File: config.mk
export PLATFORM = sky130hd
export DESIGN_NAME = cpu_flags_and_sequencing
export DESIGN_NICKNAME = d
export VERILOG_FILES = /design/src/hw/cpu_core_pkg.sv /design/src/hw/cpu_flags_and_sequencing.sv
export SDC_FILE = /design/constraint.sdc
export NUM_CORES = 1
export LEC_CHECK = 0
export BUFFER_PORTS_ARGS = -buffer_cell sky130_fd_sc_hd__buf_2
export CAP_MARGIN = 5
export CORE_UTILIZATION = 45
export CTS_CLUSTER_SIZE = 14
export DETAILED_ROUTE_END_ITERATION = 8
export PLACE_DENSITY = 0.6
export SLEW_MARGIN = 20
export SYNTH_ARGS = -nofsm -noshare
export SYNTH_HDL_FRONTEND = slang
export SYNTH_SLANG_ARGS = --single-unit
File: constraint.sdc
create_clock -name clk_sys -period 5 [get_ports clk_sys]
set_input_delay 1 -clock clk_sys [delete_from_list [all_inputs] [get_ports clk_sys]]
set_output_delay 1 -clock clk_sys [all_outputs]
set_load 0.1 [all_outputs]
File: src/hw/cpu_core_pkg.sv
// Constants, opcodes and carrier types of the processor sequencing core
package cpu_core_pkg;

	// ****************************************
	// Register port offsets
	// ****************************************
	localparam logic [2:0] REG_FLAGS  = 3'h0;
	localparam logic [2:0] REG_ACCUM  = 3'h1;
	localparam logic [2:0] REG_PC_HI  = 3'h2;
	localparam logic [2:0] REG_PC_LO  = 3'h3;
	localparam logic [2:0] REG_STATUS = 3'h4;
	localparam logic [2:0] REG_SP_HI  = 3'h5;
	localparam logic [2:0] REG_SP_LO  = 3'h6;

	// ****************************************
	// Vectors and reset values
	// ****************************************
	localparam logic [15:0] VEC_RESET     = 16'hFFFE;
	localparam logic [15:0] VEC_SWI       = 16'hFFFC;
	localparam logic [15:0] VEC_SWI_MON   = 16'hFEFC;
	localparam logic [15:0] VEC_IRQ_TOP   = 16'hFFFA;
	localparam logic [15:0] SP_RESET      = 16'h00FF;
	localparam logic [15:0] PC_RESET      = 16'h0000;
	localparam logic [7:0]  FLAGS_RESET   = 8'h68;
	localparam logic [7:0]  BYTE_RESET    = 8'h00;
	localparam logic [2:0]  PUSH_BYTES    = 3'h5;
	localparam logic [2:0]  PULL_LAST     = 3'h4;
	localparam int          STOP_STAB_DEF = 4096;

	// ****************************************
	// Opcodes
	// ****************************************
	localparam logic [7:0] OP_SUB_IMM = 8'hA0;
	localparam logic [7:0] OP_AND_IMM = 8'hA4;
	localparam logic [7:0] OP_LDA_IMM = 8'hA6;
	localparam logic [7:0] OP_AIS     = 8'hA7;
	localparam logic [7:0] OP_ADC_IMM = 8'hA9;
	localparam logic [7:0] OP_ADD_IMM = 8'hAB;
	localparam logic [7:0] OP_AIX     = 8'hAF;
	localparam logic [7:0] OP_LSLA    = 8'h48;
	localparam logic [7:0] OP_BRA     = 8'h20;
	localparam logic [7:0] OP_BGE     = 8'h90;
	localparam logic [7:0] OP_BLT     = 8'h91;
	localparam logic [7:0] OP_BGT     = 8'h92;
	localparam logic [7:0] OP_BLE     = 8'h93;
	localparam logic [7:0] OP_RTI     = 8'h80;
	localparam logic [7:0] OP_SWI     = 8'h83;
	localparam logic [7:0] OP_STOP    = 8'h8E;
	localparam logic [7:0] OP_WAIT    = 8'h8F;
	localparam logic [7:0] OP_CLI     = 8'h9A;
	localparam logic [7:0] OP_SEI     = 8'h9B;

	// ****************************************
	// Types
	// ****************************************
	typedef struct packed {
		logic v;
		logic one6;
		logic one5;
		logic h;
		logic i;
		logic n;
		logic z;
		logic c;
	} flags_t;

	typedef struct packed {
		logic        rd;
		logic        wr;
		logic [15:0] addr;
		logic [7:0]  data;
	} mem_req_t;

	typedef struct packed {
		logic       v;
		logic       h;
		logic       c;
		logic [7:0] res;
	} alu_res_t;

	typedef enum logic [2:0] {
		ST_VEC   = 3'b000,
		ST_FETCH = 3'b001,
		ST_OPER  = 3'b010,
		ST_PUSH  = 3'b011,
		ST_PULL  = 3'b100,
		ST_WAIT  = 3'b101,
		ST_STOP  = 3'b110,
		ST_STAB  = 3'b111
	} seq_state_t;

endpackage

File: src/hw/cpu_flags_and_sequencing.sv
// Program counter, condition flags, interrupt entry and low-power sequencing
//
// The implementer's own choices: the plain strobed port and the register offsets.
`timescale 1ns/100ps
`default_nettype none

module cpu_flags_and_sequencing #(
	parameter int IRQ_LINES   = 4,
	parameter int STOP_STAB   = cpu_core_pkg::STOP_STAB_DEF
) (
	// Clock and reset
	input  wire logic                   clk_sys,
	input  wire logic                   reset,
	// Program memory bus, read data valid while the read strobe is high
	output logic                        memRd,
	output logic                        memWr,
	output logic [15:0]                 memAddr,
	output logic [7:0]                  memWrData,
	input  wire logic [7:0]             memRdData,
	// Interrupt and break sources
	input  wire logic [IRQ_LINES-1:0]   irqReq,
	input  wire logic                   breakReq,
	input  wire logic                   monitorMode,
	// Core status
	output logic                        cpuClkEn,
	output logic                        inBreak,
	// Register port
	input  wire logic [2:0]             regAddr,
	input  wire logic [7:0]             regWrData,
	input  wire logic                   regWr,
	input  wire logic                   regRd,
	output logic [7:0]                  regRdData
);
	import cpu_core_pkg::*;

	// ****************************************
	// Helpers
	// ****************************************
	function automatic alu_res_t addByte(input logic [7:0] a, input logic [7:0] b,
			input logic cin);
		logic [8:0] sum;
		logic [4:0] low;
		alu_res_t   r;
		sum   = {1'b0, a} + {1'b0, b} + {8'h00, cin};
		low   = {1'b0, a[3:0]} + {1'b0, b[3:0]} + {4'h0, cin};
		r.res = sum[7:0];
		r.c   = sum[8];
		r.h   = low[4];
		r.v   = (a[7] == b[7]) && (sum[7] != a[7]);
		return r;
	endfunction

	function automatic logic [15:0] sext(input logic [7:0] b);
		return {{8{b[7]}}, b};
	endfunction

	function automatic logic [15:0] irqVector(input logic [IRQ_LINES-1:0] req);
		logic [15:0] v;
		v = VEC_IRQ_TOP;
		for (int k = IRQ_LINES - 1; k >= 0; k--) begin
			if (req[k]) begin
				v = VEC_IRQ_TOP - 16'(2 * k);
			end
		end
		return v;
	endfunction

	// ****************************************
	// State
	// ****************************************
	seq_state_t  state_r;
	mem_req_t    mem_r;
	flags_t      flags_r;
	logic [15:0] pc_r;
	logic [15:0] sp_r;
	logic [15:0] hx_r;
	logic [7:0]  acc_r;
	logic [7:0]  instr_r;
	logic [7:0]  hold_r;
	logic [15:0] vec_r;
	logic [2:0]  cnt_r;
	logic [15:0] stab_r;
	logic        clkEn_r;
	logic        break_r;
	logic [7:0]  regRdData_r;
	logic        irqLive;
	logic        signedLess;
	logic        takeBranch;
	alu_res_t    sumRes;
	alu_res_t    difRes;

	assign memRd     = mem_r.rd;
	assign memWr     = mem_r.wr;
	assign memAddr   = mem_r.addr;
	assign memWrData = mem_r.data;
	assign cpuClkEn  = clkEn_r;
	assign inBreak   = break_r;
	assign regRdData = regRdData_r;

	assign irqLive    = (|irqReq) && !flags_r.i;
	assign signedLess = flags_r.n ^ flags_r.v;
	assign sumRes     = addByte(acc_r, memRdData, (instr_r == OP_ADC_IMM) && flags_r.c);
	assign difRes     = addByte(acc_r, ~memRdData, 1'b1);

	always_comb begin
		unique case (instr_r)
			OP_BRA:  takeBranch = 1'b1;
			OP_BGE:  takeBranch = !signedLess;
			OP_BLT:  takeBranch = signedLess;
			OP_BGT:  takeBranch = !(flags_r.z || signedLess);
			OP_BLE:  takeBranch = flags_r.z || signedLess;
			default: takeBranch = 1'b0;
		endcase
	end

	// ****************************************
	// Sequencer and datapath
	// ****************************************
	always_ff @(posedge clk_sys) begin
		if (reset) begin
			state_r <= ST_VEC;
			mem_r   <= '{rd: 1'b1, wr: 1'b0, addr: VEC_RESET, data: BYTE_RESET};
			flags_r <= FLAGS_RESET;
			pc_r    <= PC_RESET;
			sp_r    <= SP_RESET;
			hx_r    <= PC_RESET;
			acc_r   <= BYTE_RESET;
			instr_r <= BYTE_RESET;
			hold_r  <= BYTE_RESET;
			vec_r   <= VEC_RESET;
			cnt_r   <= 3'h0;
			stab_r  <= 16'h0000;
			clkEn_r <= 1'b1;
			break_r <= 1'b0;
		end else begin
			// Port writes yield to the core in the same cycle
			if (regWr && regAddr == REG_FLAGS) begin
				flags_r      <= regWrData;
				flags_r.one6 <= 1'b1;
				flags_r.one5 <= 1'b1;
			end
			if (regWr && regAddr == REG_ACCUM) begin
				acc_r <= regWrData;
			end
			mem_r.wr <= 1'b0;
			unique case (state_r)
				ST_VEC: begin
					if (cnt_r == 3'h0) begin
						hold_r     <= memRdData;
						mem_r.addr <= mem_r.addr + 16'h0001;
						cnt_r      <= 3'h1;
					end else begin
						pc_r       <= {hold_r, memRdData};
						mem_r.addr <= {hold_r, memRdData};
						cnt_r      <= 3'h0;
						state_r    <= ST_FETCH;
					end
				end
				ST_FETCH: begin
					if (breakReq) begin
						instr_r  <= OP_SWI;
						vec_r    <= monitorMode ? VEC_SWI_MON : VEC_SWI;
						break_r  <= 1'b1;
						mem_r    <= '{rd: 1'b0, wr: 1'b1, addr: sp_r, data: pc_r[7:0]};
						sp_r     <= sp_r - 16'h0001;
						cnt_r    <= 3'h1;
						state_r  <= ST_PUSH;
					end else if (irqLive) begin
						vec_r    <= irqVector(irqReq);
						mem_r    <= '{rd: 1'b0, wr: 1'b1, addr: sp_r, data: pc_r[7:0]};
						sp_r     <= sp_r - 16'h0001;
						cnt_r    <= 3'h1;
						state_r  <= ST_PUSH;
					end else begin
						instr_r    <= memRdData;
						pc_r       <= pc_r + 16'h0001;
						mem_r.addr <= pc_r + 16'h0001;
						unique case (memRdData)
							OP_SUB_IMM, OP_AND_IMM, OP_LDA_IMM, OP_AIS, OP_ADC_IMM,
							OP_ADD_IMM, OP_AIX, OP_BRA, OP_BGE, OP_BLT, OP_BGT,
							OP_BLE: begin
								state_r <= ST_OPER;
							end
							OP_LSLA: begin
								acc_r     <= {acc_r[6:0], 1'b0};
								flags_r.c <= acc_r[7];
								flags_r.v <= acc_r[7] ^ acc_r[6];
								flags_r.n <= acc_r[6];
								flags_r.z <= (acc_r[6:0] == 7'h00);
							end
							OP_CLI: begin
								flags_r.i <= 1'b0;
							end
							OP_SEI: begin
								flags_r.i <= 1'b1;
							end
							OP_SWI: begin
								vec_r   <= VEC_SWI;
								mem_r   <= '{rd: 1'b0, wr: 1'b1, addr: sp_r,
									data: pc_r[7:0] + 8'h01};
								pc_r    <= pc_r + 16'h0001;
								sp_r    <= sp_r - 16'h0001;
								cnt_r   <= 3'h1;
								state_r <= ST_PUSH;
							end
							OP_RTI: begin
								mem_r.addr <= sp_r + 16'h0001;
								sp_r       <= sp_r + 16'h0001;
								cnt_r      <= 3'h0;
								state_r    <= ST_PULL;
							end
							OP_WAIT: begin
								flags_r.i <= 1'b0;
								clkEn_r   <= 1'b0;
								mem_r.rd  <= 1'b0;
								state_r   <= ST_WAIT;
							end
							OP_STOP: begin
								flags_r.i <= 1'b0;
								clkEn_r   <= 1'b0;
								mem_r.rd  <= 1'b0;
								state_r   <= ST_STOP;
							end
							default: begin
							end
						endcase
					end
				end
				ST_OPER: begin
					pc_r       <= pc_r + 16'h0001;
					mem_r.addr <= pc_r + 16'h0001;
					state_r    <= ST_FETCH;
					unique case (instr_r)
						OP_ADD_IMM, OP_ADC_IMM: begin
							acc_r     <= sumRes.res;
							flags_r.v <= sumRes.v;
							flags_r.h <= sumRes.h;
							flags_r.c <= sumRes.c;
							flags_r.n <= sumRes.res[7];
							flags_r.z <= (sumRes.res == 8'h00);
						end
						OP_SUB_IMM: begin
							acc_r     <= difRes.res;
							flags_r.v <= difRes.v;
							flags_r.c <= !difRes.c;
							flags_r.n <= difRes.res[7];
							flags_r.z <= (difRes.res == 8'h00);
						end
						OP_AND_IMM, OP_LDA_IMM: begin
							acc_r     <= (instr_r == OP_AND_IMM) ? (acc_r & memRdData)
								: memRdData;
							flags_r.v <= 1'b0;
							flags_r.n <= (instr_r == OP_AND_IMM) ? (acc_r[7] & memRdData[7])
								: memRdData[7];
							flags_r.z <= ((instr_r == OP_AND_IMM) ? (acc_r & memRdData)
								: memRdData) == 8'h00;
						end
						OP_AIS: begin
							sp_r <= sp_r + sext(memRdData);
						end
						OP_AIX: begin
							hx_r <= hx_r + sext(memRdData);
						end
						default: begin
							if (takeBranch) begin
								pc_r       <= pc_r + 16'h0001 + sext(memRdData);
								mem_r.addr <= pc_r + 16'h0001 + sext(memRdData);
							end
						end
					endcase
				end
				ST_PUSH: begin
					// Upper index byte stays off the stack
					if (cnt_r != PUSH_BYTES) begin
						mem_r.wr   <= 1'b1;
						mem_r.addr <= sp_r;
						sp_r       <= sp_r - 16'h0001;
						cnt_r      <= cnt_r + 3'h1;
						unique case (cnt_r)
							3'h1:    mem_r.data <= pc_r[15:8];
							3'h2:    mem_r.data <= hx_r[7:0];
							3'h3:    mem_r.data <= acc_r;
							default: mem_r.data <= flags_r;
						endcase
					end else begin
						flags_r.i  <= 1'b1;
						mem_r.rd   <= 1'b1;
						mem_r.addr <= vec_r;
						cnt_r      <= 3'h0;
						state_r    <= ST_VEC;
					end
				end
				ST_PULL: begin
					cnt_r <= cnt_r + 3'h1;
					if (cnt_r != PULL_LAST) begin
						mem_r.addr <= sp_r + 16'h0001;
						sp_r       <= sp_r + 16'h0001;
					end
					unique case (cnt_r)
						3'h0: begin
							flags_r      <= memRdData;
							flags_r.one6 <= 1'b1;
							flags_r.one5 <= 1'b1;
						end
						3'h1: acc_r      <= memRdData;
						3'h2: hx_r[7:0]  <= memRdData;
						3'h3: hold_r     <= memRdData;
						default: begin
							pc_r       <= {hold_r, memRdData};
							mem_r.addr <= {hold_r, memRdData};
							cnt_r      <= 3'h0;
							state_r    <= ST_FETCH;
							if (!breakReq) begin
								break_r <= 1'b0;
							end
						end
					endcase
				end
				ST_WAIT: begin
					if (|irqReq || breakReq) begin
						clkEn_r  <= 1'b1;
						mem_r.rd <= 1'b1;
						state_r  <= ST_FETCH;
					end
				end
				ST_STOP: begin
					if (|irqReq) begin
						stab_r  <= 16'h0000;
						state_r <= ST_STAB;
					end
				end
				ST_STAB: begin
					stab_r <= stab_r + 16'h0001;
					if (stab_r == 16'(STOP_STAB - 1)) begin
						clkEn_r  <= 1'b1;
						mem_r.rd <= 1'b1;
						state_r  <= ST_FETCH;
					end
				end
			endcase
		end
	end

	// ****************************************
	// Register read port
	// ****************************************
	always_ff @(posedge clk_sys) begin
		if (reset) begin
			regRdData_r <= BYTE_RESET;
		end else if (regRd) begin
			unique case (regAddr)
				REG_FLAGS:  regRdData_r <= flags_r | 8'h60;
				REG_ACCUM:  regRdData_r <= acc_r;
				REG_PC_HI:  regRdData_r <= pc_r[15:8];
				REG_PC_LO:  regRdData_r <= pc_r[7:0];
				REG_STATUS: regRdData_r <= {5'h00, break_r, state_r == ST_STOP
					|| state_r == ST_STAB, state_r == ST_WAIT};
				REG_SP_HI:  regRdData_r <= sp_r[15:8];
				REG_SP_LO:  regRdData_r <= sp_r[7:0];
				default:    regRdData_r <= BYTE_RESET;
			endcase
		end
	end

endmodule

`default_nettype wire

After elaboration in Yosys (flattened, before gate mapping). Cells that the tools add are included.

Reductions and logical operators: 56. Bitwise operators: 5. $add $sub $neg: 16. Mux-type cells: 106. Multiply operators: 0. Div/mod/pow operators: 0. Shift operators: 0. Eq/ne operators: 78. Magnitude comparators: 0.

Operators by type and width (number): 2-to-1 mux 16 bit (21); == test 8 bit, second input constant (28); 2-to-1 mux 8 bit (16); case mux 16 bit (4 select lines) (2); case mux 16 bit (2 select lines) (3); case mux 16 bit (5 select lines) (1); case mux 8 bit (3 select lines) (3); adder 16 x 1 -> 16 bit, second input constant (4); case mux 8 bit (7 select lines) (1); 2-to-1 mux 26 bit (2); adder 16 bit (3); case mux 8 bit (2 select lines) (3); 2-to-1 mux 3 bit (13); inequality test 2 bit, second input constant (15); logical NOT 8 bit (3); case mux 3 bit (8 select lines) (1); == test 3 bit, second input constant (7); 2-to-1 mux 1 bit (19); adder 8 x 8 -> 9 bit (2); == test 3 x 2 -> 1 bit, second input constant (6); == test 16 x 12 -> 1 bit, second input constant (1); == test 8 x 6 -> 1 bit, second input constant (2); nonzero test 4 bit (4); subtractor 16 x 1 -> 16 bit, second input constant (1); 51 further kinds (100).

Latch bits: 0. Bits of input ports: 29. Logic and storage cells: 287. Memories kept: 0. Output and inout port bits: 36. Memory bits (writable): 0. Register bits after elaboration: 154. Bits in read-only memories: 0.

Longest topological paths before layout.
Depth in word-level cells: 7. Mapped depth: 15. Mapped depth without buffers: 14.

Least setup slack after synthesis. No wires, ideal clock.

Path type: input -> register. Start point: input port memRdData[0]. End point: register flags_r[1] in the netlist's numbering. Arrival time: 3.548 ns. Required time: 4.888 ns. Slack: 1.340 ns. Setup time: 0.112 ns. Stages on the path: 13. Cells stage by stage: clkbuf_1 -> inv_1 -> fa_1 -> inv_1 -> fa_1 -> nor2b_1 -> o21a_1 -> o21a_1 -> o21ai_0 -> nand4_1 -> nor4b_1 -> a2111oi_2 -> a2111oi_1.

Cells in the longest elaborated chain, start to end: 6. Elaborated cells on any way between the ends: 16. Those cells by class: 4 x add/sub; 1 x eq/ne; 6 x mux; 2 x bitwise; 3 x reduce/logical.

Ends and longest elaborated chain: from (decl) (RTL line cpu_flags_and_sequencing.sv:19) `input wire logic [7:0] memRdData,`; NOT 8 bit (RTL line cpu_flags_and_sequencing.sv:103) `assign difRes = addByte(acc_r, ~memRdData, 1'b1);`; adder 8 x 8 -> 9 bit (RTL line cpu_flags_and_sequencing.sv:44) `sum = {1'b0, a} + {1'b0, b} + {8'h00, cin};`; adder 9 x 1 -> 9 bit (RTL line cpu_flags_and_sequencing.sv:44); logical NOT 8 bit (RTL line cpu_flags_and_sequencing.sv:247) `flags_r.z <= (difRes.res == 8'h00);`; case mux 2 bit (3 select lines) (RTL line cpu_flags_and_sequencing.sv:233) `unique case (instr_r)`; case mux 3 bit (3 select lines) (*) (RTL line cpu_flags_and_sequencing.sv:146) `unique case (state_r)`; to (signal assigned) (RTL line cpu_flags_and_sequencing.sv:138) `flags_r <= regWrData;`; to (decl) (RTL line cpu_flags_and_sequencing.sv:73) `flags_t flags_r;`.

Every way passes the cells marked *; elsewhere a longest branch is shown, timed or not. A chain may end at the register's enable or synchronous reset.

Final worst setup path.
Start point: register pc_r[0]. End point: register mem_r, in the netlist memAddr[15].

Cells in the longest elaborated chain, start to end: 5. Elaborated cells on any way between the ends: 8. Those cells by class: 2 x add/sub; 6 x mux.

Ends and longest elaborated chain: from (decl) (RTL line cpu_flags_and_sequencing.sv:74) `logic [15:0] pc_r;`; from (signal assigned) (RTL line cpu_flags_and_sequencing.sv:153) `pc_r <= {hold_r, memRdData};`; from (signal assigned) (RTL line cpu_flags_and_sequencing.sv:176) `pc_r <= pc_r + 16'h0001;`; from (signal assigned) (RTL line cpu_flags_and_sequencing.sv:201) `pc_r <= pc_r + 16'h0001;`; adder 16 x 1 -> 16 bit (*) (RTL line cpu_flags_and_sequencing.sv:177, cpu_flags_and_sequencing.sv:231, cpu_flags_and_sequencing.sv:267); adder 16 bit / case mux 16 bit (2 select lines) (equally long branches) (RTL line cpu_flags_and_sequencing.sv:267, cpu_flags_and_sequencing.sv:178); 2-to-1 mux 16 bit / 2-to-1 mux 26 bit (equally long branches) (RTL line cpu_flags_and_sequencing.sv:265, cpu_flags_and_sequencing.sv:168); 2-to-1 mux 16 bit / 2-to-1 mux 26 bit (equally long branches) (RTL line cpu_flags_and_sequencing.sv:233, cpu_flags_and_sequencing.sv:160); case mux 16 bit (5 select lines) (*) (RTL line cpu_flags_and_sequencing.sv:146); to (signal assigned) (RTL line cpu_flags_and_sequencing.sv:164) `mem_r <= '{rd: 1'b0, wr: 1'b1, addr: sp_r, data: pc_r[7:0]};`; to (signal assigned) (RTL line cpu_flags_and_sequencing.sv:170) `mem_r <= '{rd: 1'b0, wr: 1'b1, addr: sp_r, data: pc_r[7:0]};`; to (signal assigned) (RTL line cpu_flags_and_sequencing.sv:199) `mem_r <= '{rd: 1'b0, wr: 1'b1, addr: sp_r,`; to (decl) (RTL line cpu_flags_and_sequencing.sv:72) `mem_req_t mem_r;`.

Marks and branches as above.

==> flow_summary.yaml <==
outcome:
  outcome: "completed"
timing:
  hold_viol_final: 0
  maxSlewViolCount: 0
  fin_skew_ns: 0.00844
  clock.fmax_ghz: 0.238
  fin_crit_sh_pct: 83.9
  slew_headroom_pct: 28.7
  setup_violations: 0
  rsz0062_at_grt: "no"
  worstMarginPinSlew_ns: 1.07
  setup_ws_ns: 0.807
  finalSetupTns_ns: 0
  hold_ws_ns: 0.472
  period_minus_slack_ns: 4.19
yosys:
  synth_cell_types: 84
  ys_seq_area_share_pct: 20.6
  synth_top_family_by_area: "compound AO/OA/AOI/OAI gates"
  ys_ff_latch: 134
  syn_inst: 1802
  synth-simple-area-share_pct: 24.9
  synth_compound_area_share_pct: 30.5
  synth_fp_nets: 1900
  synth_ff_type: "dfxtp_1"
  syn_area_um2: 13000
  synthAdderAreaFrac_pct: 6.99
  yosysWarnings: 0
  syn_avg_cell_area_um2: 7.21
  synth-xor-area-share_pct: 6.88
  synth_edf_count: 0
  synth_mux_area_share_pct: 4.51
  ys_async_sr_fraction_pct: 0
layout:
  drive_gt1_share_pct: 10.7
  n_antenna_cell: 0
  seqCellArea_um2: 2680
  fillers: 2906
  syn_to_final_growth_pct: 9.86
  multiInputGateArea_um2: 9620
  nets: 1901
cts:
  clk_latency_ns: 0.44
  post_cts_buffers: 0
  htree_levels: 4
  clkSinkCount: 134
  path_clk_slew_ns: 0.07
  cts_tree: "yes"
  cts-buffers-inserted: 17
  cts_buffer_depth: 2
  root_buffer: "clkbuf_16"
  cts_hold_buf: 0
  ctsResizeCount: 0
route:
  wl_met1_mm: 23.5
  ant_nets: 0
  dr_total_vias: 14700
  top_layer_used: "met5"
  drc: 0
  finalWirelength_mm: 56.9
  vias_per_cell: 6.70
  drt-wirelength-per-cell_um: 26.0
  wl_met3_mm: 7.38
  dr_wl_met2_mm: 23.8
  drt_pre_antenna_iters: 6
  drtIter0Drc: 1641
placement:
  routabilityCongestion: 0.998
  pre_cts_ws_ns: 0.868
  port_buffers: 64
  place_hpwl_mm: 42.1
min_path:
  hold_path_depth: 2
  hp-class: "reg2reg"
setup_path:
  start_kind: "register"
  end_kind: "register"
  critPathRequiredTime_ns: 5.31
  path_max_fanout: 7
  rr_worst_depth: 13
  worst-setup-path-type: "reg2reg"
  worstPathArrival_ns: 4.51
die:
  num_rows: 61
  pin_count: 65
  fp.dieH_um: 172
  dieArea_um2: 29600
  die_w_um: 172
  start_util_pct: 46.3
  core_area_um2: 28100
power:
  p_per_area_nw_per_um2: 580
  vdd_drop_max_uv: 303
  p_leak_nw: 5.44
grt:
  antenna_found_initial: 1
  grt_pass1_wl_mm: 85.0
  overflow: 0
  grt_max_degree: 80
  grt_usage_pct: 38.8
  grt_pass1_vias: 13500
run:
  maxCapViolCount: 0
## logic make-up (layout without fill, tap and decap cells)
family          after synthesis  after routing
compound gates              590            590
mux                          54             54
buf+inv                     186            200
xor+xnor                    102            102
flops                       134            134
simple gates                667            667
fa+ha+maj                    69             69
## area by class of cell
class | count | share of cell area (%)
Clock buffer | 19 | 3.10
Clock inverter | 13 | 1.04
Inverter | 56 | 1.47
Multi-Input combinational cell | 1482 | 67.4
Sequential cell | 134 | 18.8
Tap cell | 378 | 3.31
Timing Repair Buffer | 112 | 4.87
## flip-flops by register name (all words and copies together) (netlist names), 3 cells and up
signal     flops
flags_r        8
instr_r        8
sp_r          16
memAddr       16
vec_r          4
state_r        3
regRdData      8
hold_r         8
cnt_r          3
memWrData      8
acc_r          8
stab_r        16
hx_r           8
pc_r          16
## through the flow
step,std cells,util [%],area (um2),power (mW)
2_1_floorplan,1802,-,13000,5.30
3_3_place_gp,2162,48.7,13700,6.75
3_5_place_dp,2162,48.7,13700,6.77
4_1_cts,2194,50.8,14300,8.11
5_1_grt,2194,50.8,14300,8.69
6_report,2194,50.8,14300,8.29
## worst paths after layout
check	startpoint	slack (ns)	endpoint
hold / removal	regRdData[0]	0.47	regRdData[0]
hold reg to reg	regRdData[0]	0.47	regRdData[0]
setup / recovery	pc_r[0]	0.81	memAddr[15]
setup reg to reg	pc_r[0]	0.81	memAddr[15]
## synthesized netlist by cell type, types with 10 or more instances
| library cell | number | area share, % |
|---|---|---|
| nor2b_1 | 24 | 1.2 |
| xnor2_1 | 49 | 3.3 |
| mux2i_1 | 45 | 3.5 |
| a221oi_1 | 27 | 1.8 |
| o21a_1 | 12 | 0.69 |
| a31oi_1 | 17 | 0.82 |
| and3_1 | 19 | 0.91 |
| o22ai_1 | 16 | 0.77 |
| dfxtp_1 | 134 | 21 |
| a311oi_1 | 16 | 1.1 |
| o21ai_1 | 12 | 0.46 |
| or3_1 | 13 | 0.63 |
| a221o_1 | 17 | 1.3 |
| clkbuf_1 | 105 | 3.0 |
| a21oi_1 | 154 | 5.9 |
| o211ai_1 | 20 | 1.2 |
| nor4_1 | 12 | 0.58 |
| a21o_1 | 13 | 0.75 |
| o21bai_1 | 10 | 0.58 |
| nor3_1 | 44 | 1.7 |
| xor2_1 | 53 | 3.6 |
| o21ai_0 | 111 | 4.3 |
| o221ai_1 | 19 | 1.3 |
| and2_1 | 11 | 0.53 |
| nor2_1 | 237 | 6.8 |
| ha_1 | 63 | 6.1 |
| nand2b_1 | 17 | 0.82 |
| nand3_1 | 57 | 2.2 |
| nand4_1 | 21 | 1.0 |
| nand2_1 | 158 | 4.6 |
| buf_2 | 15 | 0.58 |
| inv_1 | 53 | 1.5 |
| a22oi_1 | 24 | 1.4 |
| a211oi_1 | 46 | 2.7 |
## metal layers
layer,vias up,global-route usage (%)
met5,-,0
met4,2,17.2
met3,142,10.7
met2,969,56.4
met1,6923,53.0
li1,6664,-
## cells in the final DEF (no fill, tap or decap), drive strengths merged, types with 53 or more instances in the layout
cell type,count
nor2,241
a21oi,156
xor2,53
buf,112
nand3,57
dfxtp,134
nand2,163
inv,56
ha,63
o21ai,123
## critical path, stage by stage, from the launching register on
cell       delay, ns
dfxtp_1         0.44
ha_1            0.24
nand3_1         0.17
nor3_1          0.43
nand2_1         0.12
xnor2_1         0.36
ha_1            0.36
and4_1          0.20
a2111oi_0       0.43
a21oi_1         0.20
o21a_1          0.24
o311ai_0        0.61
or3_1           0.20
nand3_1         0.07
## power breakdown
| group | switching, mW | internal (mW) |
|---|---|---|
| combinational | 3.32 | 1.65 |
| sequential | 0.656 | 1.33 |
| clock | 0.573 | 0.755 |
(Power assumes the default switching activity.)
